--- src/pwm_timer_pkg.sv ---
// constants, register map and types shared by the dual complementary pwm timer
package pwm_timer_pkg;

    // ****************************************
    // register byte addresses
    // ****************************************
    localparam logic [7:0] CTRL_OFS = 8'h30;
    localparam logic [7:0] COUNT_OFS = 8'h34;
    localparam logic [7:0] CMP_A_OFS = 8'h38;
    localparam logic [7:0] CMP_B_OFS = 8'h3C;
    localparam logic [7:0] TOP_OFS = 8'h40;
    localparam logic [7:0] GEN_OFS = 8'h44;
    localparam logic [7:0] FLAG_OFS = 8'h48;
    localparam logic [7:0] PLL_OFS = 8'h4C;

    // ****************************************
    // field positions
    // ****************************************
    localparam int CTRL_CLEAR_BIT = 7;
    localparam int CTRL_PWM_A_BIT = 6;
    localparam int CTRL_MODE_LO = 4;
    localparam int CTRL_CS_LO = 0;
    localparam int GEN_PWM_B_BIT = 6;
    localparam int GEN_MODE_LO = 4;
    localparam int GEN_FORCE_B_BIT = 3;
    localparam int GEN_FORCE_A_BIT = 2;
    localparam int GEN_RESTART_BIT = 1;
    localparam int FLAG_MATCH_A_BIT = 6;
    localparam int FLAG_MATCH_B_BIT = 5;
    localparam int FLAG_WRAP_BIT = 2;
    localparam int PLL_FAST_BIT = 2;

    // ****************************************
    // reset values and fixed counts
    // ****************************************
    localparam logic [7:0] CTRL_RST = 8'h00;
    localparam logic [7:0] CMP_RST = 8'h00;
    localparam logic [7:0] TOP_RST = 8'hFF;
    localparam logic [7:0] COUNT_RST = 8'h00;
    localparam logic [7:0] COUNT_FULL = 8'hFF;
    localparam logic [3:0] CS_STOP = 4'h0;
    localparam int PRESCALE_W = 14;

    // ****************************************
    // output compare modes
    // ****************************************
    typedef enum logic [1:0] {
        MODE_OFF = 2'b00,
        MODE_TOGGLE = 2'b01,
        MODE_CLEAR = 2'b10,
        MODE_SET = 2'b11
    } out_mode_t;

endpackage : pwm_timer_pkg

--- src/pwm_timer.sv ---
// 8-bit dual complementary pwm timer with avalon-mm register slave
//
// Implementation choice: register access over Avalon-MM.
`timescale 1ns/1ps
module pwm_timer
(
    input wire logic clk,
    input wire logic rstn,
    input wire logic [7:0] address,
    input wire logic read,
    input wire logic write,
    input wire logic [31:0] writedata,
    input wire logic [3:0] byteenable,
    output logic [31:0] readdata,
    output logic waitrequest,
    input wire logic fast_peripheral_clock,
    output logic pwm_out_a,
    output logic pwm_out_a_inv,
    output logic pwm_out_b,
    output logic pwm_out_b_inv,
    output logic drive_a,
    output logic drive_a_inv,
    output logic drive_b,
    output logic drive_b_inv
);
    localparam int SYNC_W = 48;
    localparam int BACK_W = 11;

    // ****************************************
    // bus slave
    // ****************************************
    logic waitrequest_r, waitrequest_nxt;
    logic [31:0] readdata_r, readdata_nxt;
    logic commit;
    logic [7:0] wd, rd_byte;
    logic [7:0] ctrl_r, ctrl_nxt;
    logic pwm_b_r, pwm_b_nxt;
    logic [1:0] mode_b_r, mode_b_nxt;
    logic [7:0] buf_a_r, buf_a_nxt, buf_b_r, buf_b_nxt;
    logic [7:0] top_r, top_nxt;
    logic [2:0] flags_r, flags_nxt;
    logic fast_en_r, fast_en_nxt;
    logic force_a_r, force_a_nxt, force_b_r, force_b_nxt;
    logic restart_r, restart_nxt;
    logic cnt_wr_r, cnt_wr_nxt;
    logic [7:0] cnt_wdata_r, cnt_wdata_nxt;
    logic [BACK_W-1:0] back_s1_r, back_s2_r;
    logic [7:0] cnt_rd;
    logic wrap_in, match_a_in, match_b_in;

    assign commit = !waitrequest_r && write && byteenable[0];
    assign wd = writedata[7:0];
    assign {cnt_rd, wrap_in, match_a_in, match_b_in} = back_s2_r;

    always_comb
    begin
        rd_byte = 8'h00;
        unique case (address)
            pwm_timer_pkg::CTRL_OFS: rd_byte = ctrl_r;
            pwm_timer_pkg::COUNT_OFS: rd_byte = cnt_rd;
            pwm_timer_pkg::CMP_A_OFS: rd_byte = buf_a_r;
            pwm_timer_pkg::CMP_B_OFS: rd_byte = buf_b_r;
            pwm_timer_pkg::TOP_OFS: rd_byte = top_r;
            pwm_timer_pkg::GEN_OFS: rd_byte = {1'b0, pwm_b_r, mode_b_r, 4'h0};
            pwm_timer_pkg::FLAG_OFS: rd_byte = {1'b0, flags_r[2], flags_r[1], 2'h0,
                                                flags_r[0], 2'h0};
            pwm_timer_pkg::PLL_OFS: rd_byte = {5'h00, fast_en_r, 2'h0};
            default: rd_byte = 8'h00;
        endcase
        // one wait cycle: request seen, answer on the next edge
        waitrequest_nxt = !(waitrequest_r && (read || write));
        readdata_nxt = (waitrequest_r && read) ? {24'h000000, rd_byte} : readdata_r;
    end

    // ****************************************
    // software registers and flags
    // ****************************************
    always_comb
    begin
        ctrl_nxt = ctrl_r;
        pwm_b_nxt = pwm_b_r;
        mode_b_nxt = mode_b_r;
        buf_a_nxt = buf_a_r;
        buf_b_nxt = buf_b_r;
        top_nxt = top_r;
        fast_en_nxt = fast_en_r;
        force_a_nxt = 1'b0;
        force_b_nxt = 1'b0;
        restart_nxt = 1'b0;
        cnt_wr_nxt = 1'b0;
        cnt_wdata_nxt = cnt_wdata_r;
        flags_nxt = flags_r;
        if (commit)
        begin
            unique case (address)
                pwm_timer_pkg::CTRL_OFS: ctrl_nxt = wd;
                pwm_timer_pkg::COUNT_OFS:
                begin
                    cnt_wr_nxt = 1'b1;
                    cnt_wdata_nxt = wd;
                end
                pwm_timer_pkg::CMP_A_OFS: buf_a_nxt = wd;
                pwm_timer_pkg::CMP_B_OFS: buf_b_nxt = wd;
                pwm_timer_pkg::TOP_OFS: top_nxt = wd;
                pwm_timer_pkg::GEN_OFS:
                begin
                    pwm_b_nxt = wd[pwm_timer_pkg::GEN_PWM_B_BIT];
                    mode_b_nxt = wd[pwm_timer_pkg::GEN_MODE_LO +: 2];
                    force_a_nxt = wd[pwm_timer_pkg::GEN_FORCE_A_BIT];
                    force_b_nxt = wd[pwm_timer_pkg::GEN_FORCE_B_BIT];
                    restart_nxt = wd[pwm_timer_pkg::GEN_RESTART_BIT];
                end
                pwm_timer_pkg::FLAG_OFS:
                    flags_nxt = flags_r & ~{wd[pwm_timer_pkg::FLAG_MATCH_A_BIT],
                        wd[pwm_timer_pkg::FLAG_MATCH_B_BIT], wd[pwm_timer_pkg::FLAG_WRAP_BIT]};
                pwm_timer_pkg::PLL_OFS: fast_en_nxt = wd[pwm_timer_pkg::PLL_FAST_BIT];
                default: ctrl_nxt = ctrl_r;
            endcase
        end
        // a flag event in the clearing cycle survives the clear
        flags_nxt = flags_nxt | {match_a_in, match_b_in, wrap_in};
    end

    always_ff @(posedge clk or negedge rstn)
    begin
        if (!rstn)
        begin
            waitrequest_r <= 1'b1;
            readdata_r <= 32'h00000000;
            ctrl_r <= pwm_timer_pkg::CTRL_RST;
            pwm_b_r <= 1'b0;
            mode_b_r <= 2'b00;
            buf_a_r <= pwm_timer_pkg::CMP_RST;
            buf_b_r <= pwm_timer_pkg::CMP_RST;
            top_r <= pwm_timer_pkg::TOP_RST;
            flags_r <= 3'h0;
            fast_en_r <= 1'b0;
            force_a_r <= 1'b0;
            force_b_r <= 1'b0;
            restart_r <= 1'b0;
            cnt_wr_r <= 1'b0;
            cnt_wdata_r <= pwm_timer_pkg::COUNT_RST;
        end
        else
        begin
            waitrequest_r <= waitrequest_nxt;
            readdata_r <= readdata_nxt;
            ctrl_r <= ctrl_nxt;
            pwm_b_r <= pwm_b_nxt;
            mode_b_r <= mode_b_nxt;
            buf_a_r <= buf_a_nxt;
            buf_b_r <= buf_b_nxt;
            top_r <= top_nxt;
            flags_r <= flags_nxt;
            fast_en_r <= fast_en_nxt;
            force_a_r <= force_a_nxt;
            force_b_r <= force_b_nxt;
            restart_r <= restart_nxt;
            cnt_wr_r <= cnt_wr_nxt;
            cnt_wdata_r <= cnt_wdata_nxt;
        end
    end

    assign waitrequest = waitrequest_r;
    assign readdata = readdata_r;

    // ****************************************
    // two-stage settings pipeline and pin sampling
    // ****************************************
    logic [SYNC_W-1:0] sync_s1_r, sync_s2_r;
    logic [2:0] fpin_r;
    logic fast_lvl_r, fast_lvl_nxt;
    logic [7:0] ctrl_s, cmp_a_s, cmp_b_s, top_s, cnt_wdata_s;
    logic pwm_b_s, fast_en_s, force_a_s, force_b_s, restart_s, cnt_wr_s;
    logic [1:0] mode_b_s;
    logic [7:0] cnt_r, cnt_nxt, cnt_step, act_a_r, act_a_nxt, act_b_r, act_b_nxt;
    logic wrap_ev_r, wrap_ev_nxt, match_a_ev_r, match_b_ev_r;

    assign {ctrl_s, pwm_b_s, mode_b_s, cmp_a_s, cmp_b_s, top_s, fast_en_s, force_a_s,
            force_b_s, restart_s, cnt_wr_s, cnt_wdata_s} = sync_s2_r;

    always_comb
    begin
        // level only moves once the second and third samples agree
        fast_lvl_nxt = (fpin_r[1] == fpin_r[2]) ? fpin_r[2] : fast_lvl_r;
    end

    always_ff @(posedge clk or negedge rstn)
    begin
        if (!rstn)
        begin
            sync_s1_r <= '0;
            sync_s2_r <= '0;
            back_s1_r <= '0;
            back_s2_r <= '0;
            fpin_r <= 3'h0;
            fast_lvl_r <= 1'b0;
        end
        else
        begin
            sync_s1_r <= {ctrl_r, pwm_b_r, mode_b_r, buf_a_r, buf_b_r, top_r, fast_en_r,
                          force_a_r, force_b_r, restart_r, cnt_wr_r, cnt_wdata_r};
            sync_s2_r <= sync_s1_r;
            back_s1_r <= {cnt_r, wrap_ev_r, match_a_ev_r, match_b_ev_r};
            back_s2_r <= back_s1_r;
            fpin_r <= {fpin_r[1:0], fast_peripheral_clock};
            fast_lvl_r <= fast_lvl_nxt;
        end
    end

    // ****************************************
    // prescaler and counter core
    // ****************************************
    logic [pwm_timer_pkg::PRESCALE_W-1:0] pre_r, pre_nxt, mask;
    logic [pwm_timer_pkg::PRESCALE_W:0] one_hot;
    logic base_tick, tick, adv, pwm_a_s, pwm_any, ctc_s, at_top, reload;
    logic match_a_ev, match_b_ev, zero_ev;
    logic [3:0] cs_s;

    assign pwm_a_s = ctrl_s[pwm_timer_pkg::CTRL_PWM_A_BIT];
    assign ctc_s = ctrl_s[pwm_timer_pkg::CTRL_CLEAR_BIT];
    assign cs_s = ctrl_s[pwm_timer_pkg::CTRL_CS_LO +: 4];

    always_comb
    begin
        // base clock: every system cycle, or each rising edge of the fast clock pin
        base_tick = fast_en_s ? (fast_lvl_nxt && !fast_lvl_r) : 1'b1;
        one_hot = 15'h0001 << (cs_s - 4'h1);
        mask = 14'(one_hot - 15'h0001);
        tick = (cs_s != pwm_timer_pkg::CS_STOP) && base_tick && ((pre_r & mask) == mask);
        pre_nxt = restart_s ? '0 : (base_tick ? 14'(pre_r + 14'h0001) : pre_r);
        pwm_any = pwm_a_s || pwm_b_s;
        at_top = (cnt_r == top_s);
        adv = tick && !cnt_wr_s;
        cnt_step = (at_top && (ctc_s || pwm_any)) ? pwm_timer_pkg::COUNT_RST
                                                    : 8'(cnt_r + 8'h01);
        reload = adv && at_top && pwm_any;
        cnt_nxt = cnt_wr_s ? cnt_wdata_s : (tick ? cnt_step : cnt_r);
        // pwm compares only move at top, so a period never sees a half-updated value
        act_a_nxt = (!pwm_a_s || reload) ? cmp_a_s : act_a_r;
        act_b_nxt = (!pwm_b_s || reload) ? cmp_b_s : act_b_r;
        wrap_ev_nxt = adv && (pwm_any ? at_top : (cnt_r == pwm_timer_pkg::COUNT_FULL));
        // only counting produces events, never a software write of the count
        match_a_ev = adv && (cnt_step == act_a_nxt);
        match_b_ev = adv && (cnt_step == act_b_nxt);
        zero_ev = adv && (cnt_step == pwm_timer_pkg::COUNT_RST);
    end

    always_ff @(posedge clk or negedge rstn)
    begin
        if (!rstn)
        begin
            pre_r <= '0;
            cnt_r <= pwm_timer_pkg::COUNT_RST;
            act_a_r <= pwm_timer_pkg::CMP_RST;
            act_b_r <= pwm_timer_pkg::CMP_RST;
            wrap_ev_r <= 1'b0;
            match_a_ev_r <= 1'b0;
            match_b_ev_r <= 1'b0;
        end
        else
        begin
            pre_r <= pre_nxt;
            cnt_r <= cnt_nxt;
            act_a_r <= act_a_nxt;
            act_b_r <= act_b_nxt;
            wrap_ev_r <= wrap_ev_nxt;
            match_a_ev_r <= match_a_ev;
            match_b_ev_r <= match_b_ev;
        end
    end

    // ****************************************
    // output channels
    // ****************************************
    pwm_channel chan_a
    (
        .clk(clk),
        .rstn(rstn),
        .pwm_en(pwm_a_s),
        .mode(ctrl_s[pwm_timer_pkg::CTRL_MODE_LO +: 2]),
        .match_ev(match_a_ev),
        .zero_ev(zero_ev),
        .cmp_is_top(act_a_nxt == top_s),
        .force_ev(force_a_s),
        .out_true(pwm_out_a),
        .out_inv(pwm_out_a_inv),
        .drive_true(drive_a),
        .drive_inv(drive_a_inv)
    );

    pwm_channel chan_b
    (
        .clk(clk),
        .rstn(rstn),
        .pwm_en(pwm_b_s),
        .mode(mode_b_s),
        .match_ev(match_b_ev),
        .zero_ev(zero_ev),
        .cmp_is_top(act_b_nxt == top_s),
        .force_ev(force_b_s),
        .out_true(pwm_out_b),
        .out_inv(pwm_out_b_inv),
        .drive_true(drive_b),
        .drive_inv(drive_b_inv)
    );

    // ****************************************
    // checks
    // ****************************************
    pwm_top_wrap_a: assert property (@(posedge clk) disable iff (!rstn)
        (adv && pwm_any && at_top) |=> (cnt_r == 8'h00))
        else $error("pwm counter did not restart after top");
    ctc_clear_a: assert property (@(posedge clk) disable iff (!rstn)
        (adv && ctc_s && at_top) |=> (cnt_r == 8'h00))
        else $error("clear on top did not clear counter");
    no_clear_a: assert property (@(posedge clk) disable iff (!rstn)
        (adv && !ctc_s && !pwm_any && at_top) |=> (cnt_r == 8'($past(cnt_r) + 8'h01)))
        else $error("counter cleared without clear on top");
    wrap_flag_a: assert property (@(posedge clk) disable iff (!rstn)
        wrap_ev_r |-> ##3 flags_r[0])
        else $error("wrap flag not set three cycles after event");
    buffer_hold_a: assert property (@(posedge clk) disable iff (!rstn)
        (pwm_a_s && $past(pwm_a_s) && !$past(reload)) |-> $stable(act_a_r))
        else $error("active compare changed outside top");
    readback_a: assert property (@(posedge clk) disable iff (!rstn)
        (commit && address == 8'h38) |=> (buf_a_r == $past(writedata[7:0])))
        else $error("compare a readback not latest write");
    stop_a: assert property (@(posedge clk) disable iff (!rstn)
        (cs_s == 4'h0 && !cnt_wr_s) |=> $stable(cnt_r))
        else $error("counter moved while stopped");
    restart_a: assert property (@(posedge clk) disable iff (!rstn)
        restart_s |=> (pre_r == 14'h0000) && $stable(cnt_r) || $past(tick))
        else $error("prescaler restart failed");
    soft_write_a: assert property (@(posedge clk) disable iff (!rstn)
        cnt_wr_s |-> !(match_a_ev || match_b_ev || wrap_ev_nxt))
        else $error("software count write produced an event");
    bus_answer_a: assert property (@(posedge clk) disable iff (!rstn)
        (waitrequest_r && (read || write)) |=> !waitrequest_r ##1 waitrequest_r)
        else $error("bus answer not one cycle after request");
    wrap_cov: cover property (@(posedge clk) disable iff (!rstn) wrap_ev_r && pwm_any);
    match_cov: cover property (@(posedge clk) disable iff (!rstn) match_a_ev && pwm_a_s);
    cnt_write_cov: cover property (@(posedge clk) disable iff (!rstn) cnt_wr_s);

endmodule : pwm_timer

--- src/pwm_channel.sv ---
// one compare output channel: true and complementary pin levels with drive enables
`timescale 1ns/1ps
module pwm_channel
(
    input wire logic clk,
    input wire logic rstn,
    input wire logic pwm_en,
    input wire logic [1:0] mode,
    input wire logic match_ev,
    input wire logic zero_ev,
    input wire logic cmp_is_top,
    input wire logic force_ev,
    output logic out_true,
    output logic out_inv,
    output logic drive_true,
    output logic drive_inv
);
    logic lvl_r, lvl_nxt;
    logic inv_r, inv_nxt;
    logic drv_r, drv_nxt;
    logic drv_inv_r, drv_inv_nxt;
    logic eff_match;
    pwm_timer_pkg::out_mode_t m;

    // ****************************************
    // output level
    // ****************************************
    always_comb
    begin
        m = pwm_timer_pkg::out_mode_t'(mode);
        // a compare equal to top would give a one-tick glitch, so it holds the level
        eff_match = match_ev && !(pwm_en && cmp_is_top);
        lvl_nxt = lvl_r;
        if (pwm_en)
        begin
            unique case (m)
                pwm_timer_pkg::MODE_OFF: lvl_nxt = lvl_r;
                pwm_timer_pkg::MODE_TOGGLE, pwm_timer_pkg::MODE_CLEAR:
                begin
                    if (eff_match)
                        lvl_nxt = 1'b0;
                    else if (zero_ev)
                        lvl_nxt = 1'b1;
                end
                pwm_timer_pkg::MODE_SET:
                begin
                    if (eff_match)
                        lvl_nxt = 1'b1;
                    else if (zero_ev)
                        lvl_nxt = 1'b0;
                end
            endcase
        end
        else if (eff_match || force_ev)
        begin
            unique case (m)
                pwm_timer_pkg::MODE_OFF: lvl_nxt = lvl_r;
                pwm_timer_pkg::MODE_TOGGLE: lvl_nxt = !lvl_r;
                pwm_timer_pkg::MODE_CLEAR: lvl_nxt = 1'b0;
                pwm_timer_pkg::MODE_SET: lvl_nxt = 1'b1;
            endcase
        end
        // no dead time: the inverse switches on the same edge
        inv_nxt = !lvl_nxt;
        drv_nxt = (m != pwm_timer_pkg::MODE_OFF);
        drv_inv_nxt = pwm_en && (m == pwm_timer_pkg::MODE_TOGGLE);
    end

    always_ff @(posedge clk or negedge rstn)
    begin
        if (!rstn)
        begin
            lvl_r <= 1'b0;
            inv_r <= 1'b1;
            drv_r <= 1'b0;
            drv_inv_r <= 1'b0;
        end
        else
        begin
            lvl_r <= lvl_nxt;
            inv_r <= inv_nxt;
            drv_r <= drv_nxt;
            drv_inv_r <= drv_inv_nxt;
        end
    end

    assign out_true = lvl_r;
    assign out_inv = inv_r;
    assign drive_true = drv_r;
    assign drive_inv = drv_inv_r;

    // ****************************************
    // checks
    // ****************************************
    pwm_clear_a: assert property (@(posedge clk) disable iff (!rstn)
        (pwm_en && mode == 2'b01 && match_ev && !cmp_is_top)
        |=> (!out_true && out_inv))
        else $error("pwm match did not clear true output");
    no_deadtime_a: assert property (@(posedge clk) disable iff (!rstn)
        (pwm_en && $stable(mode)) |-> (out_inv == !out_true))
        else $error("complementary output not inverse");
    normal_toggle_a: assert property (@(posedge clk) disable iff (!rstn)
        (!pwm_en && mode == 2'b01 && match_ev) |=> (out_true != $past(out_true)))
        else $error("normal mode match did not toggle");
    pwm_set_zero_a: assert property (@(posedge clk) disable iff (!rstn)
        (pwm_en && mode == 2'b11 && zero_ev && !match_ev) |=> !out_true)
        else $error("mode 11 did not clear at zero");

endmodule : pwm_channel

--- config.mk ---
export PLATFORM = sky130hd
export DESIGN_NAME = pwm_timer
export DESIGN_NICKNAME = d
export VERILOG_FILES = /design/src/pwm_timer_pkg.sv /design/src/pwm_timer.sv /design/src/pwm_channel.sv
export SDC_FILE = /design/constraint.sdc
export NUM_CORES = 1
export LEC_CHECK = 0
export ABC_AREA = 1
export BUFFER_PORTS_ARGS = -buffer_cell sky130_fd_sc_hd__buf_4
export CORE_ASPECT_RATIO = 0.7
export CORE_MARGIN = 4
export CORE_UTILIZATION = 59
export DETAILED_ROUTE_END_ITERATION = 6
export HOLD_SLACK_MARGIN = 0.08
export PLACE_DENSITY_LB_ADDON = 0.2
export SETUP_SLACK_MARGIN = 0.3
export SLEW_MARGIN = 15
export SYNTH_ARGS = -nofsm -noshare
export SYNTH_HDL_FRONTEND = slang
export SYNTH_HIERARCHICAL = 1
export SYNTH_SLANG_ARGS = --single-unit
--- constraint.sdc ---
create_clock -name clk -period 4.1 [get_ports clk]
set_input_delay 0.82 -clock clk [delete_from_list [all_inputs] [get_ports clk]]
set_output_delay 0.82 -clock clk [all_outputs]
set_load 0.01 [all_outputs]
==> results.sh <==
export IMPL_status="finished, final reports clean"
export IMPL_cts_path_max_buffers=3
export IMPL_tightest_slew_ns=0.870
export IMPL_fin_setup_tns_ns=0
export IMPL_cts_made_buffers=21
export IMPL_cts_root_buf="clkbuf_16"
export IMPL_place_ws_ns=0.380
export IMPL_coreArea_um2=16300
export IMPL_multi_input_area_um2=3310
export IMPL_crit_slowest_cell="dfrtp_2"
export IMPL_slowest_delay_ns=0.47
export IMPL_period_needed_ns=3.57
export IMPL_hold_viol=0
export IMPL_detail_route_wl_per_cell_um=17.3
export IMPL_grt_max_degree=116
export IMPL_power_share_sequential_pct=52.5
export IMPL_layout_drive_gt1_share_pct=15.9
export IMPL_crit_path_start_kind="flop"
export IMPL_synth_compound_area_share_pct=7.07
export IMPL_crit_fanout=8
export IMPL_finalNetCount=1169
export IMPL_grt_pass1_wl_um=36500
export IMPL_gp_congestion=0.899
export IMPL_synthAdderAreaFrac_pct=1.49
export IMPL_end_kind="flop"
export IMPL_hp_start="sync_s1_r[24]"
export IMPL_yosys_warnings=6
export IMPL_period_share_pct=87.1
export IMPL_pwr_share_comb_pct=7.5
export IMPL_power_density_nw_per_um2=412
export IMPL_die_area_um2=18900
export IMPL_relSlewSlack_pct=41.5
export IMPL_clkPwrFrac_pct=40.1
export IMPL_drt_iter0_drc=705
export IMPL_drc=0
export IMPL_min_path_cells=0
export IMPL_htreeDepth=1
export IMPL_vias=7253
export IMPL_synth_area_leaders="dfrtp_1, nand2_1, nand3_1, inv_1, o21ai_0"
export IMPL_ant_nets=0
export IMPL_synth_most_common_cell="nand2_1"
export IMPL_rsz0062_at_grt="false"
export IMPL_worst_slack_ns=0.531
export IMPL_regArea_um2=5800
export IMPL_hpwl_um=15900
export IMPL_io_pins=90
export IMPL_synth_edf_count=0
export IMPL_cts_tree="yes"
export IMPL_die_h_um=116
export IMPL_max_freq_ghz=0.280
export IMPL_p_total_mw=4.57
export IMPL_gr_total_overflow=0
export IMPL_yosysTopAreaCell="dfrtp_1"
export IMPL_die_x_um=163
export IMPL_finalCoreUtilization_pct=67.9
export IMPL_p_leak_nw=5.72
export IMPL_antenna_cells=0
export IMPL_grt_pass1_vias=6739
export IMPL_setup_violations=0
export IMPL_ys_seq_area_share_pct=58.6
export IMPL_synth_cell_types=47
export IMPL_dr_pass1_iters=5
export IMPL_initial_core_util_pct=60.4
export IMPL_via_per_inst=5.38
export IMPL_fillers=1209
export IMPL_hold_path_class="flop to flop"
export IMPL_clk_insertion_delay_late_ns=0.50
export IMPL_drv_slew=0
export IMPL_synth_seq_cells=231
export IMPL_peakVddDrop_mv=0.431
export IMPL_synth_xor_area_share_pct=0.621
export IMPL_routed_wl_um=23400
export IMPL_path_clk_slew_ns=0.07
export IMPL_num_rows=39
export IMPL_layout_cells_non_filler=1348
export IMPL_rr_startpoint="sync_s2_r[42]"
export IMPL_yosys_top_cells_count="nand2_1, dfrtp_1, inv_1"
export IMPL_netSwitchingPower_mw=1.13
export IMPL_dp_cells=1292
export IMPL_synth_top_family_by_area="simple AND/OR/NAND/NOR gates"
export IMPL_synthMuxAreaShare_pct=0
export IMPL_syn_inst=1041
export IMPL_skew_ns=0.00931
export IMPL_syn_area_per_cell_um2=9.49
export IMPL_internal_power_mw=3.45
export IMPL_mappedNetlistArea_um2=9880
export IMPL_synthSimpleGateAreaFrac_pct=23.3
export IMPL_synth_top_area_share_pct=55.7
export IMPL_min_to="sync_s2_r[24]"
export IMPL_required_ns=4.48
export IMPL_path_class="flop to flop"
export IMPL_crit_arrival_ns=3.95
export IMPL_r2r_slack_ns=0.53
export IMPL_antenna_found_initial=0
export IMPL_ys_async_sr_fraction_pct=100
export IMPL_io_buffers=38
export IMPL_track_usage_pct=25.0
export IMPL_ctsHoldBuffers=0
export IMPL_p_sw_share_pct=24.6
export IMPL_cp_common_cell="nand2_1"
export IMPL_clock_sinks=231
export IMPL_drv_cap=0
export IMPL_area_growth_pct=12.4
export IMPL_synthFlopType="dfrtp_1"
export IMPL_reg2regPathDepth=26
power by group through the flow:
stage	clock [mW]	combinational, mW	sequential (mW)
after floorplan	0	0.224	2.42
after global placement	0	0.326	2.44
after detailed placement	0	0.333	2.44
after CTS	1.86	0.336	2.40
after global routing	1.96	0.392	2.41
final	1.83	0.342	2.40
metrics by stage:
step	hold slack, ns	instance area, um2
floorplan	0.331	9970
global placement	0.332	10300
detailed placement	0.335	10300
CTS	0.344	10900
global route	0.351	11100
finish	0.343	11100
per-layer routing:
metal	vias to the layer above	share of wire, %	wire length (um)	global-route usage [%]
met3	37	9.6	2250	6.46
met2	317	42	9830	35.2
met4	0	1.8	416	5.87
met1	3463	47	10900	39.4
met5	-	0	0	0
li1	3436	-	-	-
worst max-delay path, delay by kind of cell, from the launching register on:
kind          cells  cell delay, ns
simple gates     24            2.48
buf+inv           1            0.21
flops             1            0.47
fa+ha+maj         1            0.28
how the worst max path moves through the flow:
stage	start	to	slack (ns)
after floorplan	sync_s2_r[41]	flop	1.12
after global placement	sync_s2_r[40]	flop	0.45
after detailed placement	sync_s2_r[40]	flop	0.38
after CTS	sync_s2_r[41]	flop	0.33
after global routing	sync_s2_r[42]	flop	0.28
final	sync_s2_r[42]	flop	0.53
state kept, by name (all words and copies together) (netlist names), 11 cells and up, named ones only:
signal / count
back_s1_r: 11
back_s2_r: 11
pre_r: 14
sync_s2_r: 48
sync_s1_r: 48
layout make-up:
type                       count  share of cell area [%]
sequential                   231                    52.2
clock inverter                 8                   0.496
timing repair buffer          65                    4.72
multi-input combinational    656                    29.8
inverter                     134                    5.05
clock buffer                  29                    5.18
tap                          225                    2.54
cells by family after synthesis:
| family | count (synthesis) |
|---|---|
| AND/OR/NAND/NOR | 496 |
| XOR/XNOR | 7 |
| AO/OA/AOI/OAI | 117 |
| flip-flops | 231 |
| other | 1 |
| buffers and inverters | 177 |
| adder cells (fa/ha/maj) | 12 |
layout by cell type, fill, tap and decap left out, types with 3 or more instances in the layout:
cell and n:
nand4_1 11, nor2_2 3, nand2_4 6, xor2_1 3
o21bai_1 3, clkinv_2 3, dfrtp_2 4, dfrtp_1 216
bufinv_8 4, clkinv_1 5, inv_1 122, conb_1 24
a32o_1 5, a21oi_1 20, buf_4 61, dfstp_2 11
clkbuf_16 21, clkbuf_1 6, nor2_1 62, nand3_2 13
nand2_1 245, xnor2_1 4, o21ai_0 65, o221ai_1 7
clkinvlp_4 3, a221oi_1 6, nand3_1 99, nand2_2 34
ha_1 11, nor3_1 13
what timing repair did:
item	CTS	global route
setup buffers	0	19
resized for setup	0	7
endpoints found under the setup margin	0	4
endpoints found under the hold margin	0	0
No activity file was read; power rests on OpenSTA's default activity.
